**config.mk**
```make
export PLATFORM = sky130hd
export DESIGN_NAME = safe_torque_off_monitor
export DESIGN_NICKNAME = d
export VERILOG_FILES = /design/src/design/shutoff_input_filter.v /design/src/design/safe_torque_off_monitor.v
export VERILOG_INCLUDE_DIRS = /design/src /design/src/shared
export SDC_FILE = /design/constraint.sdc
export NUM_CORES = 1
export LEC_CHECK = 0
export ABC_AREA = 1
export BUFFER_PORTS_ARGS = -buffer_cell sky130_fd_sc_hd__buf_2
export CORE_UTILIZATION = 25
export CTS_BUF_LIST = sky130_fd_sc_hd__clkbuf_4 sky130_fd_sc_hd__clkbuf_8 sky130_fd_sc_hd__clkbuf_16
export DETAILED_ROUTE_END_ITERATION = 10
export PLACE_DENSITY_LB_ADDON = 0.05
export SYNTH_ARGS = -nofsm -noshare
export SYNTH_HDL_FRONTEND = slang
export SYNTH_HIERARCHICAL = 1
export SYNTH_SLANG_ARGS = --single-unit
```
**constraint.sdc**
```tcl
create_clock -name clk_i -period 2.5 [get_ports clk_i]
set_clock_uncertainty 0.15 [all_clocks]
set_input_delay 0 -clock clk_i [delete_from_list [all_inputs] [get_ports clk_i]]
set_output_delay 0 -clock clk_i [all_outputs]
set_load 0.01 [all_outputs]
```
**src/shared/shutoff_consts.vh**
```
// Constants for the torque-shutoff monitor: register offsets, field positions,
// alarm codes and timing figures.
// Assumes a 250 MHz system clock and a 32-bit register port with byte addresses.
`ifndef SHUTOFF_CONSTS_VH
`define SHUTOFF_CONSTS_VH

// Clock rate in MHz, used to turn times into cycle counts.
`define CLK_MHZ                 250

// Register byte offsets.
`define OFS_SERVO_FUNC_EIGHT    8'h00
`define OFS_STATUS              8'h04
`define OFS_IRQ_STATUS          8'h08
`define OFS_IRQ_MASK            8'h0C
`define OFS_ALARM_CODES         8'h10

// Field positions.
`define WIRED_USE_BIT           8
`define FUNC_WORD_W             16
`define FUNC_WORD_RESET         16'h0000

// Interrupt status bit positions.
`define IRQ_WARN_BIT            0
`define IRQ_ERR_BIT             1
`define IRQ_INPUT_BIT           2
`define IRQ_W                   3

// Warning and error codes with their sub-numbers.
`define WARN_CODE               8'hA4
`define WARN_SUB_SHUTOFF        16'h0001
`define ERR_CODE                8'h4D
`define ERR_SUB_NONE            16'h0000
`define ERR_SUB_PARAM           16'h0001
`define ERR_SUB_REQ_SERVO_ON    16'h0002
`define ERR_SUB_MISMATCH_OFF    16'h0004
`define ERR_SUB_MISMATCH_ON     16'h0006

// Input filter time in microseconds; the worst-case reaction is 30 ms.
`define SHUTOFF_FILTER_US       10000
`define SHUTOFF_REACT_MAX_US    30000
`define SHUTOFF_FILTER_CYCLES   (`SHUTOFF_FILTER_US * `CLK_MHZ)
// Time two channels may disagree before an error is raised.
`define MISMATCH_US             10000
`define MISMATCH_CYCLES         (`MISMATCH_US * `CLK_MHZ)

`endif

```
**src/design/shutoff_input_filter.v**
```verilog
// One wired shutoff channel: two-stage synchroniser followed by a debounce filter.
// Assumes the raw input is a slow contact level with chatter of at most 1 ms.
`timescale 1ns/1ps

module shutoff_input_filter #(
    parameter             CNT_W         = 24,
    parameter [CNT_W-1:0] FILTER_CYCLES = 24'h2625A0
) (
    // Clock and reset.
    input  wire clk_i,
    input  wire rst_n_i,
    // Raw contact level and its conditioned copies.
    input  wire raw_i,
    output wire sync_o,
    output wire level_o
);

    reg             meta_r;
    reg             sync_r;
    reg             level_r;
    reg [CNT_W-1:0] cnt_r;

    assign sync_o  = sync_r;
    assign level_o = level_r;

    // The first stage feeds only the second; everything else looks at sync_r.
    always @(posedge clk_i or negedge rst_n_i) begin
        if (!rst_n_i) begin
            meta_r <= 1'b0;
            sync_r <= 1'b0;
        end else begin
            meta_r <= raw_i;
            sync_r <= meta_r;
        end
    end

    // A new level is accepted only after it has stood for the whole filter time,
    // so contact bounce never reaches the shutoff or the checks.
    always @(posedge clk_i or negedge rst_n_i) begin
        if (!rst_n_i) begin
            cnt_r   <= {CNT_W{1'b0}};
            level_r <= 1'b0;
        end else if (sync_r == level_r) begin
            cnt_r <= {CNT_W{1'b0}};
        end else if (cnt_r >= FILTER_CYCLES - 1'b1) begin
            cnt_r   <= {CNT_W{1'b0}};
            level_r <= sync_r;
        end else begin
            cnt_r <= cnt_r + 1'b1;
        end
    end

endmodule

```
**src/design/safe_torque_off_monitor.v**
```verilog
// Torque-shutoff monitor for one drive unit: network and wired shutoff, channel
// echo, warning and dual-signal error reporting, register port and interrupt.
// Assumes all inputs are synchronous to clk_i except the two wired channels.
// Filter and mismatch times are parameters so that a bench may shorten them.
//
// The address-and-strobe port and the register addresses are this design's own decisions.
`timescale 1ns/1ps
`include "shutoff_consts.vh"

module safe_torque_off_monitor #(
    parameter              AXES            = 4,
    parameter              LOCAL_AXIS      = 0,
    parameter              CNT_W           = 24,
    parameter [CNT_W-1:0]  FILTER_CYCLES   = `SHUTOFF_FILTER_CYCLES,
    parameter [CNT_W-1:0]  MISMATCH_CYCLES = `MISMATCH_CYCLES
) (
    // Clock and reset.
    input  wire            clk_i,
    input  wire            rst_n_i,
    // Wired shutoff channels, high while shutoff is requested.
    input  wire            shutoff_in_a_i,
    input  wire            shutoff_in_b_i,
    // Drive state and controller requests.
    input  wire            net_shutoff_req_i,
    input  wire            servo_on_i,
    input  wire            nc_reset_i,
    // Register port.
    input  wire [7:0]      reg_addr_i,
    input  wire [31:0]     reg_wdata_i,
    input  wire            reg_we_i,
    input  wire            reg_re_i,
    output reg  [31:0]     reg_rdata_o,
    // Channel echoes.
    output reg             shutoff_echo_a_o,
    output reg             shutoff_echo_b_o,
    // Energy cut per axis, one independent path per channel.
    output reg  [AXES-1:0] energy_cut_a_o,
    output reg  [AXES-1:0] energy_cut_b_o,
    // Alarm state.
    output reg             warn_a4_o,
    output reg             axis_stop_o,
    output reg             irq_o
);

    // Conditioned channel levels. The synchronised copies feed only the echoes
    // and the status word; every decision uses the filtered levels.
    wire sync_a;
    wire sync_b;
    wire level_a;
    wire level_b;

    // Software-visible state. The function word resets to zero, so observation
    // stays off until software opts in.
    reg [`FUNC_WORD_W-1:0] func_word_r;
    reg [15:0]             err_sub_r;
    reg [15:0]             err_sub_nxt;
    reg [`IRQ_W-1:0]       irq_stat_r;
    reg [`IRQ_W-1:0]       irq_mask_r;
    reg [`IRQ_W-1:0]       irq_event;
    reg [CNT_W-1:0]        mis_cnt_r;
    reg                    mis_err;
    reg                    warn_nxt;
    reg                    level_a_d_r;
    reg                    level_b_d_r;
    reg                    warn_d_r;
    reg                    err_d_r;
    reg [AXES-1:0]         cut_a_nxt;
    reg [AXES-1:0]         cut_b_nxt;

    // Qualified channel views. A request counts against the running servo only
    // when both channels agree; a one-sided level is judged as a mismatch after
    // the mismatch time, which is the only way the servo-on mismatch can show.
    wire wired_use  = func_word_r[`WIRED_USE_BIT];
    wire wired_req  = level_a | level_b;
    wire mismatch   = level_a ^ level_b;
    wire wired_both = level_a & level_b;

    // Channel A conditioning.
    // The synchroniser sits inside the filter module, so nothing here reads the raw pin.
    shutoff_input_filter #(
        .CNT_W         (CNT_W),
        .FILTER_CYCLES (FILTER_CYCLES)
    ) u_filter_a (
        .clk_i   (clk_i),
        .rst_n_i (rst_n_i),
        .raw_i   (shutoff_in_a_i),
        .sync_o  (sync_a),
        .level_o (level_a)
    );

    // Channel B conditioning, kept apart from A so one fault cannot hit both.
    // The two filters share no counter and no state.
    shutoff_input_filter #(
        .CNT_W         (CNT_W),
        .FILTER_CYCLES (FILTER_CYCLES)
    ) u_filter_b (
        .clk_i   (clk_i),
        .rst_n_i (rst_n_i),
        .raw_i   (shutoff_in_b_i),
        .sync_o  (sync_b),
        .level_o (level_b)
    );

    // Energy cut for path A. The network request cuts every axis; channel A
    // cuts only the local axis. The configuration bit is deliberately absent
    // here, so a wrong setting can never leave the motor energised.
    always @* begin
        cut_a_nxt = {AXES{net_shutoff_req_i}};
        cut_a_nxt[LOCAL_AXIS] = net_shutoff_req_i | level_a;
    end

    // Energy cut for path B. It is kept in a process of its own and reads only
    // channel B, so a stuck channel A cannot hold path B open.
    always @* begin
        cut_b_nxt = {AXES{net_shutoff_req_i}};
        cut_b_nxt[LOCAL_AXIS] = net_shutoff_req_i | level_b;
    end

    // The warning stands whenever either path withholds energy, whatever the
    // configuration bit says. It clears by itself once the cause is gone.
    always @* begin
        warn_nxt = net_shutoff_req_i | level_a | level_b;
    end

    // Mismatch must persist for the mismatch time, which covers the skew of two
    // contacts that open together but not in the same microsecond.
    // The counter saturates at the limit, so a mismatch that stands for hours
    // cannot wrap it back into the silent range.
    always @(posedge clk_i or negedge rst_n_i) begin
        if (!rst_n_i) begin
            mis_cnt_r <= {CNT_W{1'b0}};
        end else if (!mismatch || !wired_use) begin
            mis_cnt_r <= {CNT_W{1'b0}};
        end else if (mis_cnt_r < MISMATCH_CYCLES) begin
            mis_cnt_r <= mis_cnt_r + 1'b1;
        end
    end

    // Error selection. Only the first cause is kept until a controller reset,
    // so the reported sub-number names what went wrong first. An agreed request
    // with the servo on is caught at once; a one-sided level waits for the
    // mismatch time and is then reported with the servo state of that moment.
    always @* begin
        mis_err     = (mis_cnt_r >= MISMATCH_CYCLES);
        err_sub_nxt = err_sub_r;
        if (nc_reset_i) begin
            err_sub_nxt = `ERR_SUB_NONE;
        end else if (err_sub_r == `ERR_SUB_NONE) begin
            if (wired_use && mis_err && servo_on_i) begin
                err_sub_nxt = `ERR_SUB_MISMATCH_ON;
            end else if (wired_use && wired_both && servo_on_i) begin
                err_sub_nxt = `ERR_SUB_REQ_SERVO_ON;
            end else if (wired_use && mis_err) begin
                err_sub_nxt = `ERR_SUB_MISMATCH_OFF;
            end else if (!wired_use && wired_req && !net_shutoff_req_i) begin
                err_sub_nxt = `ERR_SUB_PARAM;
            end
        end
    end

    // Alarm state. The stop output is taken from the next error value so the
    // axis stops in the same cycle as the error is latched.
    // A held controller reset keeps the stop low for as long as it stands.
    always @(posedge clk_i or negedge rst_n_i) begin
        if (!rst_n_i) begin
            err_sub_r   <= `ERR_SUB_NONE;
            warn_a4_o   <= 1'b0;
            axis_stop_o <= 1'b0;
        end else begin
            err_sub_r   <= err_sub_nxt;
            warn_a4_o   <= warn_nxt;
            axis_stop_o <= (err_sub_nxt != `ERR_SUB_NONE);
        end
    end

    // Path A outputs. The echo is taken before the filter so that an outside
    // diagnosis sees the contact itself, chatter included.
    always @(posedge clk_i or negedge rst_n_i) begin
        if (!rst_n_i) begin
            energy_cut_a_o   <= {AXES{1'b0}};
            shutoff_echo_a_o <= 1'b0;
        end else begin
            energy_cut_a_o   <= cut_a_nxt;
            shutoff_echo_a_o <= sync_a;
        end
    end

    // Path B outputs, in a process of their own like the path B logic.
    always @(posedge clk_i or negedge rst_n_i) begin
        if (!rst_n_i) begin
            energy_cut_b_o   <= {AXES{1'b0}};
            shutoff_echo_b_o <= 1'b0;
        end else begin
            energy_cut_b_o   <= cut_b_nxt;
            shutoff_echo_b_o <= sync_b;
        end
    end

    // Event detection for the interrupt status. Each event is a one-cycle pulse
    // taken from registered state, so a level that stands for a long time sets
    // its status bit only once.
    always @* begin
        irq_event = {`IRQ_W{1'b0}};
        irq_event[`IRQ_WARN_BIT]  = warn_a4_o & ~warn_d_r;
        irq_event[`IRQ_ERR_BIT]   = axis_stop_o & ~err_d_r;
        irq_event[`IRQ_INPUT_BIT] = (level_a ^ level_a_d_r) | (level_b ^ level_b_d_r);
    end

    // Previous values for edge detection.
    // They reset to the idle levels, so no false edge follows reset.
    always @(posedge clk_i or negedge rst_n_i) begin
        if (!rst_n_i) begin
            warn_d_r    <= 1'b0;
            err_d_r     <= 1'b0;
            level_a_d_r <= 1'b0;
            level_b_d_r <= 1'b0;
        end else begin
            warn_d_r    <= warn_a4_o;
            err_d_r     <= axis_stop_o;
            level_a_d_r <= level_a;
            level_b_d_r <= level_b;
        end
    end

    // Register writes. Interrupt status clears by writing ones; a new event in
    // the same cycle keeps its bit set, so no event is ever lost to a clear.
    // Map, byte addresses on the 8-bit port:
    //   0x00 servo function word eight, bit 8 enables observation of the inputs.
    //   0x04 status, read only: servo on, warning, stop, filtered and synced levels.
    //   0x08 interrupt status, write one to clear: warning, error, input change.
    //   0x0C interrupt mask, same layout as the interrupt status.
    //   0x10 alarm codes: error code, warning code and error sub-number.
    // Unmapped addresses ignore writes; the full address is decoded, so the
    // registers have no aliases.
    always @(posedge clk_i or negedge rst_n_i) begin
        if (!rst_n_i) begin
            func_word_r <= `FUNC_WORD_RESET;
            irq_mask_r  <= {`IRQ_W{1'b0}};
            irq_stat_r  <= {`IRQ_W{1'b0}};
        end else begin
            if (reg_we_i && reg_addr_i == `OFS_SERVO_FUNC_EIGHT) begin
                func_word_r <= reg_wdata_i[`FUNC_WORD_W-1:0];
            end else if (reg_we_i && reg_addr_i == `OFS_IRQ_MASK) begin
                irq_mask_r <= reg_wdata_i[`IRQ_W-1:0];
            end
            if (reg_we_i && reg_addr_i == `OFS_IRQ_STATUS) begin
                irq_stat_r <= (irq_stat_r & ~reg_wdata_i[`IRQ_W-1:0]) | irq_event;
            end else begin
                irq_stat_r <= irq_stat_r | irq_event;
            end
        end
    end

    // Interrupt output, a level while any unmasked status bit is set.
    // The register costs one cycle of latency but keeps the pin free of glitches.
    always @(posedge clk_i or negedge rst_n_i) begin
        if (!rst_n_i) begin
            irq_o <= 1'b0;
        end else begin
            irq_o <= |(irq_stat_r & irq_mask_r);
        end
    end

    // Register reads: data stands for one cycle after the read strobe, zero
    // otherwise and for unmapped addresses. The status word is sampled live,
    // so it shows the levels of the cycle in which the strobe stood; software
    // that needs a history must use the interrupt status instead.
    always @(posedge clk_i or negedge rst_n_i) begin
        if (!rst_n_i) begin
            reg_rdata_o <= 32'h00000000;
        end else if (!reg_re_i) begin
            reg_rdata_o <= 32'h00000000;
        end else if (reg_addr_i == `OFS_SERVO_FUNC_EIGHT) begin
            reg_rdata_o <= {16'h0000, func_word_r};
        end else if (reg_addr_i == `OFS_STATUS) begin
            reg_rdata_o <= {24'h000000, 1'b0, sync_b, sync_a, level_b, level_a,
                            axis_stop_o, warn_a4_o, servo_on_i};
        end else if (reg_addr_i == `OFS_IRQ_STATUS) begin
            reg_rdata_o <= {29'h00000000, irq_stat_r};
        end else if (reg_addr_i == `OFS_IRQ_MASK) begin
            reg_rdata_o <= {29'h00000000, irq_mask_r};
        end else if (reg_addr_i == `OFS_ALARM_CODES) begin
            reg_rdata_o <= {(axis_stop_o ? `ERR_CODE : 8'h00),
                            (warn_a4_o ? `WARN_CODE : 8'h00), err_sub_r};
        end else begin
            reg_rdata_o <= 32'h00000000;
        end
    end

endmodule

```
==> impl_metrics.toml, run 1 <==
[synthesis]
synth_area_leaders = "dfrtp_1 49%, nand2_1 9.2%, nor2_1 5.4%, inv_1 4.8%, nor2_2 4.4%"
synth_edf_count = 0
async_flop_share = 1.00
synth_compound_area_frac = 0.0726
ys_types = 43
yosysSeqAreaShare = 0.487
yosysWarningCount = 6
yosys.area.top_type = "dfrtp_1"
synthFlopType = "dfrtp_1"
syn_area_per_cell_um2 = 8.37
synthMuxAreaShare = 0.0215
postSynthRegisterBits = 146
synth_top_family_by_area = "simple AND/OR/NAND/NOR gates"
synth_xor_area_frac = 0.0304
synthTopCellsByCount = "184 x nand2_1, 146 x dfrtp_1, 107 x nor2_1"
synth-simple-area-share = 0.289
synthAdderAreaFrac = 0.0100
yosys.cell_count.top_type = "nand2_1"
synth_area_um2 = 7500
netlist_instances = 896
yosysTopAreaCellShare = 0.487

[layout]
nFillCells = 3182
num-nets-final = 1060
final_cells = 1408
design_area_um2 = 9170
antenna_cells = 0
drive_gt1_frac = 0.208
area_growth_pct = 22.3

[clocking]
cts_buffers = 17
hold_buffers = 37
cts_tree = "done"
h-tree-depth = 4
ctsLongestPathBuffers = 2
cts.sinks = 146
cts_root_buffer = "clkbuf_16"
post_cts_resize_count = 0
postCtsSetupBuffers = 0
clk_latency_ns = 0.43
clkSlewWorstSetupHoldPaths_ns = 0.08

[floorplan]
coreArea_um2 = 29600
die_x_um = 175
num_io_pins = 94
rows = 63
dieArea_um2 = 30700
start_util = 0.254
fp.dieH_um = 175

[critical_path]
startpoint_type = "input port"
r2r-start = "mis_cnt_r[12]"
cp-startpoint = "reg_addr_i[3]"
cp-end-kind = "register"
worst_ep_required_time_ns = 2.66
arrival_ns = 2.54
worst_path_most_repeated_cell = "dlygate4sd3_1"
cp_max_fo = 3
critPathSlowestCell = "dlygate4sd3_1"
worstPathCellList = "dlygate4sd3_1, buf_2, nor3_4, dlygate4sd3_1, nand3_1, dlygate4sd3_1, nor4_1"
critPathMaxStageDelay_ns = 0.63
worstSetupPathType = "in2reg"

[global_route]
grt.overflow.total = 0
grt_max_degree = 32
antenna_found_initial = 0
grt_pass1_wl_mm = 32.8
track_usage = 0.136
grt_pass1_vias = 6159

[flow_run]
cap_violations = 0

[worst_hold_path]
min_from = "shutoff_in_b_i"
hp-class = "in2reg"

[timing]
tns_ns = 0
finalMaxSlewViolations = 0
setup_viol = 0
fmax_mhz = 420
hold_viol = 0
finalCriticalPeriod_ns = 2.38
setup_slack_ns = 0.119
grt_setup_unrepaired = "false"
period_share = 0.952

[route]
routedWlPerCell_um = 13.6
routed-via-count = 5893
dr.pass1.iters = 4
drt_iter0_drc = 335
vias_per_cell = 4.19
ant_nets = 0
drc = 0
routed_wl_mm = 19.1

[place]
dp_cells = 1339
gp_congestion = 0.750
hpwl_mm = 13.6
pre_cts_ws_ns = 0.449
io_buffers = 68
placed_area_um2 = 8220

[power]
total_power_mw = 5.22
leakage_nw = 4.04
ir_drop_mv = 0.458
p_per_area_nw_per_um2 = 570

[run_status]
outcome = "complete, no violations"
## kinds of logic after synthesis
kind of cell | after synthesis
simple gates | 459
other cells | 3
fa+ha+maj | 6
flops | 146
mux | 13
xor+xnor | 26
compound gates | 102
buf+inv | 141
## critical path: cells and delay by family
family / cells / cell delay, ns
buffers and inverters: 4 / 1.91
and+or+nand+nor: 3 / 0.63
## final cells by class
class                      instances  area, um2  share of cell area
clock inverter                    15        144              0.0157
tap                              390        488              0.0532
clock buffer                      17        425              0.0464
timing repair buffer             115        840              0.0916
multi-input combinational        619       3220               0.351
inverter                         106        398              0.0434
sequential                       146       3650               0.398
## cell usage in the layout, fill, tap and decap left out, types with 9 or more instances in the layout
| cell type | netlist | routed |
|---|---|---|
| nand2_2 | 10 | 10 |
| nand3_1 | 56 | 56 |
| nand4_1 | 14 | 14 |
| xnor2_1 | 12 | 12 |
| dlygate4sd3_1 | 0 | 36 |
| xor2_1 | 14 | 14 |
| mux2_2 | 9 | 9 |
| dfrtp_1 | 146 | 146 |
| nor2_2 | 53 | 53 |
| inv_2 | 9 | 9 |
| buf_2 | 3 | 67 |
| inv_1 | 96 | 96 |
| clkbuf_16 | 0 | 17 |
| nor2_1 | 107 | 107 |
| o21ai_0 | 44 | 44 |
| nand2_1 | 184 | 184 |
| a21oi_1 | 37 | 37 |
| conb_1 | 3 | 13 |
## stage by stage
stage,hold WS (ns),utilization
after global routing,0.0729,0.310
after CTS,0.0524,0.310
after global placement,-0.138,0.278
after floorplan,-0.446,-
after detailed placement,-0.133,0.278
final,0.0706,0.310
## registers in the layout (all words and copies together), names as in the netlist, 2 cells and up
register and count:
u_filter_b/cnt_r 24, err_sub_r 16, irq_stat_r 3, mis_cnt_r 24
func_word_r 16, reg_rdata_o 18, irq_mask_r 3, u_filter_a/cnt_r 24
energy_cut_a_o 2
## path summary, 6_finish.rpt
path | to | slack, ns | cells after the start
setup / recovery | reg_rdata_o[27] | 0.12 | 7
hold / removal | u_filter_b/meta_r | 0.07 | 2
setup reg to reg | mis_cnt_r[5] | 0.45 | 10
hold reg to reg | u_filter_a/sync_o | 0.20 | 0
max in group asynchronous | u_filter_b/cnt_r[20] | 1.26 | 4
min in group asynchronous | u_filter_a/cnt_r[6] | 0.43 | 3
## metal layers
layer / vias up / share of wire / global-route usage
met2: 80 / 0.45 / 0.215
li1: 3052 / - / -
met3: 16 / 0.023 / 0.0218
met4: 0 / 0.012 / 0.0391
met5: - / 0 / 0
met1: 2745 / 0.52 / 0.192
## report_power, final
group / switching [mW] / internal [mW]
logic: 0.188 / 0.124
clock network: 1.16 / 1.31
registers: 0.0284 / 2.41
Note: power is estimated with default switching activity, not from simulation.
==> run 2, diff against run 1 <==
- CELL_PAD_IN_SITES_DETAIL_PLACEMENT: not set -> 1
- CELL_PAD_IN_SITES_GLOBAL_PLACEMENT: not set -> 1
- MAX_ROUTING_LAYER: not set -> met4
==> run 2 against run 1 <==
Net effect: the run now ends with hold timing left; clock power about the same; core utilization unchanged; sequential power about the same; global-route usage up 1.6 points; sequential share of layout area unchanged; critical path depth up 2; critical endpoint is now reg_rdata_o[11]; design area unchanged; setup slack worse by 0.042 ns; flip-flop and latch count unchanged; count of clock-buffer cells in the layout unchanged; maximum frequency down 1.7%; first-iteration DRC count unchanged.
==> impl_metrics.toml, run 2 (synthesized netlist as in run 1, its figures left out) <==
[timing]
whs_ns = -0.00988
finalMaxSlewViolations = 0
period_share = 0.969
grt_setup_unrepaired = "false"
tns_ns = 0
slew_headroom = 0.644
tightest_slew_ns = 0.529
setup_viol = 0
hold_viol = 2
fmax_mhz = 413
finalCriticalPeriod_ns = 2.42

[layout]
area_growth_pct = 22.3
nFillCells = 3508
antenna_cells = 0
final_cells = 1409
regArea_um2 = 3650
reg.largest.list = "mis_cnt_r (24), u_filter_a/cnt_r (24), u_filter_b/cnt_r (24)"
multi_input_area_um2 = 3230
num-nets-final = 1062
layout_commonest_cell = "nand2_1"
drive_gt1_frac = 0.208
most-common-layout-cells = "184 x nand2_1, 146 x dfrtp_1, 107 x nor2_1, 96 x inv_1, 67 x buf_2"

[critical_path]
startpoint_type = "input port"
worst_ep_required_time_ns = 2.73
cp-end-kind = "register"
critPathSlowestCell = "dlygate4sd3_1"
r2r_cells = 10
path_depth = 9
worst_path_most_repeated_cell = "dlygate4sd3_1"
cp_max_fo = 15
worstPathCellList = "dlygate4sd3_1, buf_2, nor3_2, dlygate4sd3_1, nand3_1, clkinv_4, nand2_1, a21oi_1, dlygate4sd3_1"
arrival_ns = 2.65
worstSetupPathType = "in2reg"
crit_buf_inv = 5
critPathMaxStageDelay_ns = 0.59
cp_top_family = "buffers and inverters"

[worst_hold_path]
hp-class = "in2reg"
min_delay_path_depth = 6

[route]
dr.pass1.iters = 4
ant_nets = 0
drt_iter0_drc = 335
routedWlPerCell_um = 14.8
routed-via-count = 5997
drc = 0
vias_per_cell = 4.26
routed_wl_mm = 20.8

[clocking]
cts_tree = "done"
h-tree-depth = 4
cts_root_buffer = "clkbuf_16"
cts.sinks = 146
postCtsSetupBuffers = 0
cts_buffers = 17
clk_latency_ns = 0.44
clkSlewWorstSetupHoldPaths_ns = 0.07
ctsLongestPathBuffers = 2

[floorplan]
num_io_pins = 94
coreArea_um2 = 29600
die_x_um = 175
rows = 63
start_util = 0.254
dieArea_um2 = 30700
fp.dieH_um = 175

[power]
clkPwrFrac = 0.474
ir_drop_mv = 0.494
seqPwrFrac = 0.467
internal-power_mw = 3.90
p_sw_mw = 1.32
switching_share = 0.253
p_comb_frac = 0.059
p_per_area_nw_per_um2 = 570
total_power_mw = 5.23
leakage_nw = 4.05

[global_route]
track_usage = 0.152
grt_max_degree = 51
grt_pass1_vias = 6456
antenna_found_initial = 0
grt_pass1_wl_mm = 35.0
grt.overflow.total = 0

[place]
gp_congestion = 0.787
hpwl_mm = 14.8
dp_cells = 1339
io_buffers = 68

[run_status]
outcome = "finished with violations"
violations = "hold timing"

[flow_run]
cap_violations = 0
run 2: power by group through the flow:
stage          Sequential [mW]  Clock, mW  Combinational [mW]
2_1_floorplan             2.48          0               0.140
4_1_cts                   2.44       2.60               0.318
3_5_place_dp              2.49          0               0.267
6_report                  2.44       2.48               0.307
3_3_place_gp              2.49          0               0.266
5_1_grt                   2.45       2.69               0.350
run 2: routing by layer:
| layer | up-vias | track usage | share of wire |
|---|---|---|---|
| met1 | 2869 | 0.202 | 0.51 |
| met2 | 66 | 0.232 | 0.45 |
| met4 | 0 | 0.0482 | 0.012 |
| met5 | - | - | 0 |
| met3 | 19 | 0.0307 | 0.026 |
| li1 | 3043 | - | - |
run 2: final cells by class:
| type | count | area share |
|---|---|---|
| Clock inverter | 14 | 0.0143 |
| Sequential cell | 146 | 0.398 |
| Clock buffer | 17 | 0.0464 |
| Multi-Input combinational cell | 619 | 0.352 |
| Tap cell | 390 | 0.0532 |
| Inverter | 106 | 0.0439 |
| Timing Repair Buffer | 117 | 0.0918 |
run 2: final timing paths:
check / start / endpoint / slack, ns
max: reg_addr_i[6] / reg_rdata_o[11] / 0.08
min: reg_addr_i[5] / irq_mask_r[0] / -0.01
max reg2reg: mis_cnt_r[16] / mis_cnt_r[5] / 0.47
min reg2reg: u_filter_b/meta_r / u_filter_b/sync_o / 0.20
max in group asynchronous: rst_n_i / reg_rdata_o[1] / 1.80
min in group asynchronous: rst_n_i / u_filter_b/cnt_r[10] / 0.02
run 2: tightest hold or removal path: stages:
cell	delay [ns]
buf_2	0.08
nor3_2	0.04
nand2_1	0.11
inv_2	0.07
nand3_2	0.13
o21ai_0	0.09
run 2: timing repair:
item                       in CTS  in global routing
hold buffers                   39                  0
hold endpoints to repair      209                  0
setup endpoints to repair       0                  2
gates resized for setup         0                  4
run 2: stage by stage:
| stage | setup slack (ns) | hold WS (ns) | area [um2] | util |
|---|---|---|---|---|
| after floorplan | 0.600 | -0.446 | 7530 | - |
| after global placement | 0.468 | -0.131 | 8190 | 0.277 |
| after detailed placement | 0.435 | -0.139 | 8190 | 0.277 |
| after CTS | 0.0228 | 0.00761 | 9160 | 0.310 |
| after global routing | 0.00803 | 0.00774 | 9170 | 0.310 |
| final | 0.0769 | -0.00988 | 9170 | 0.310 |
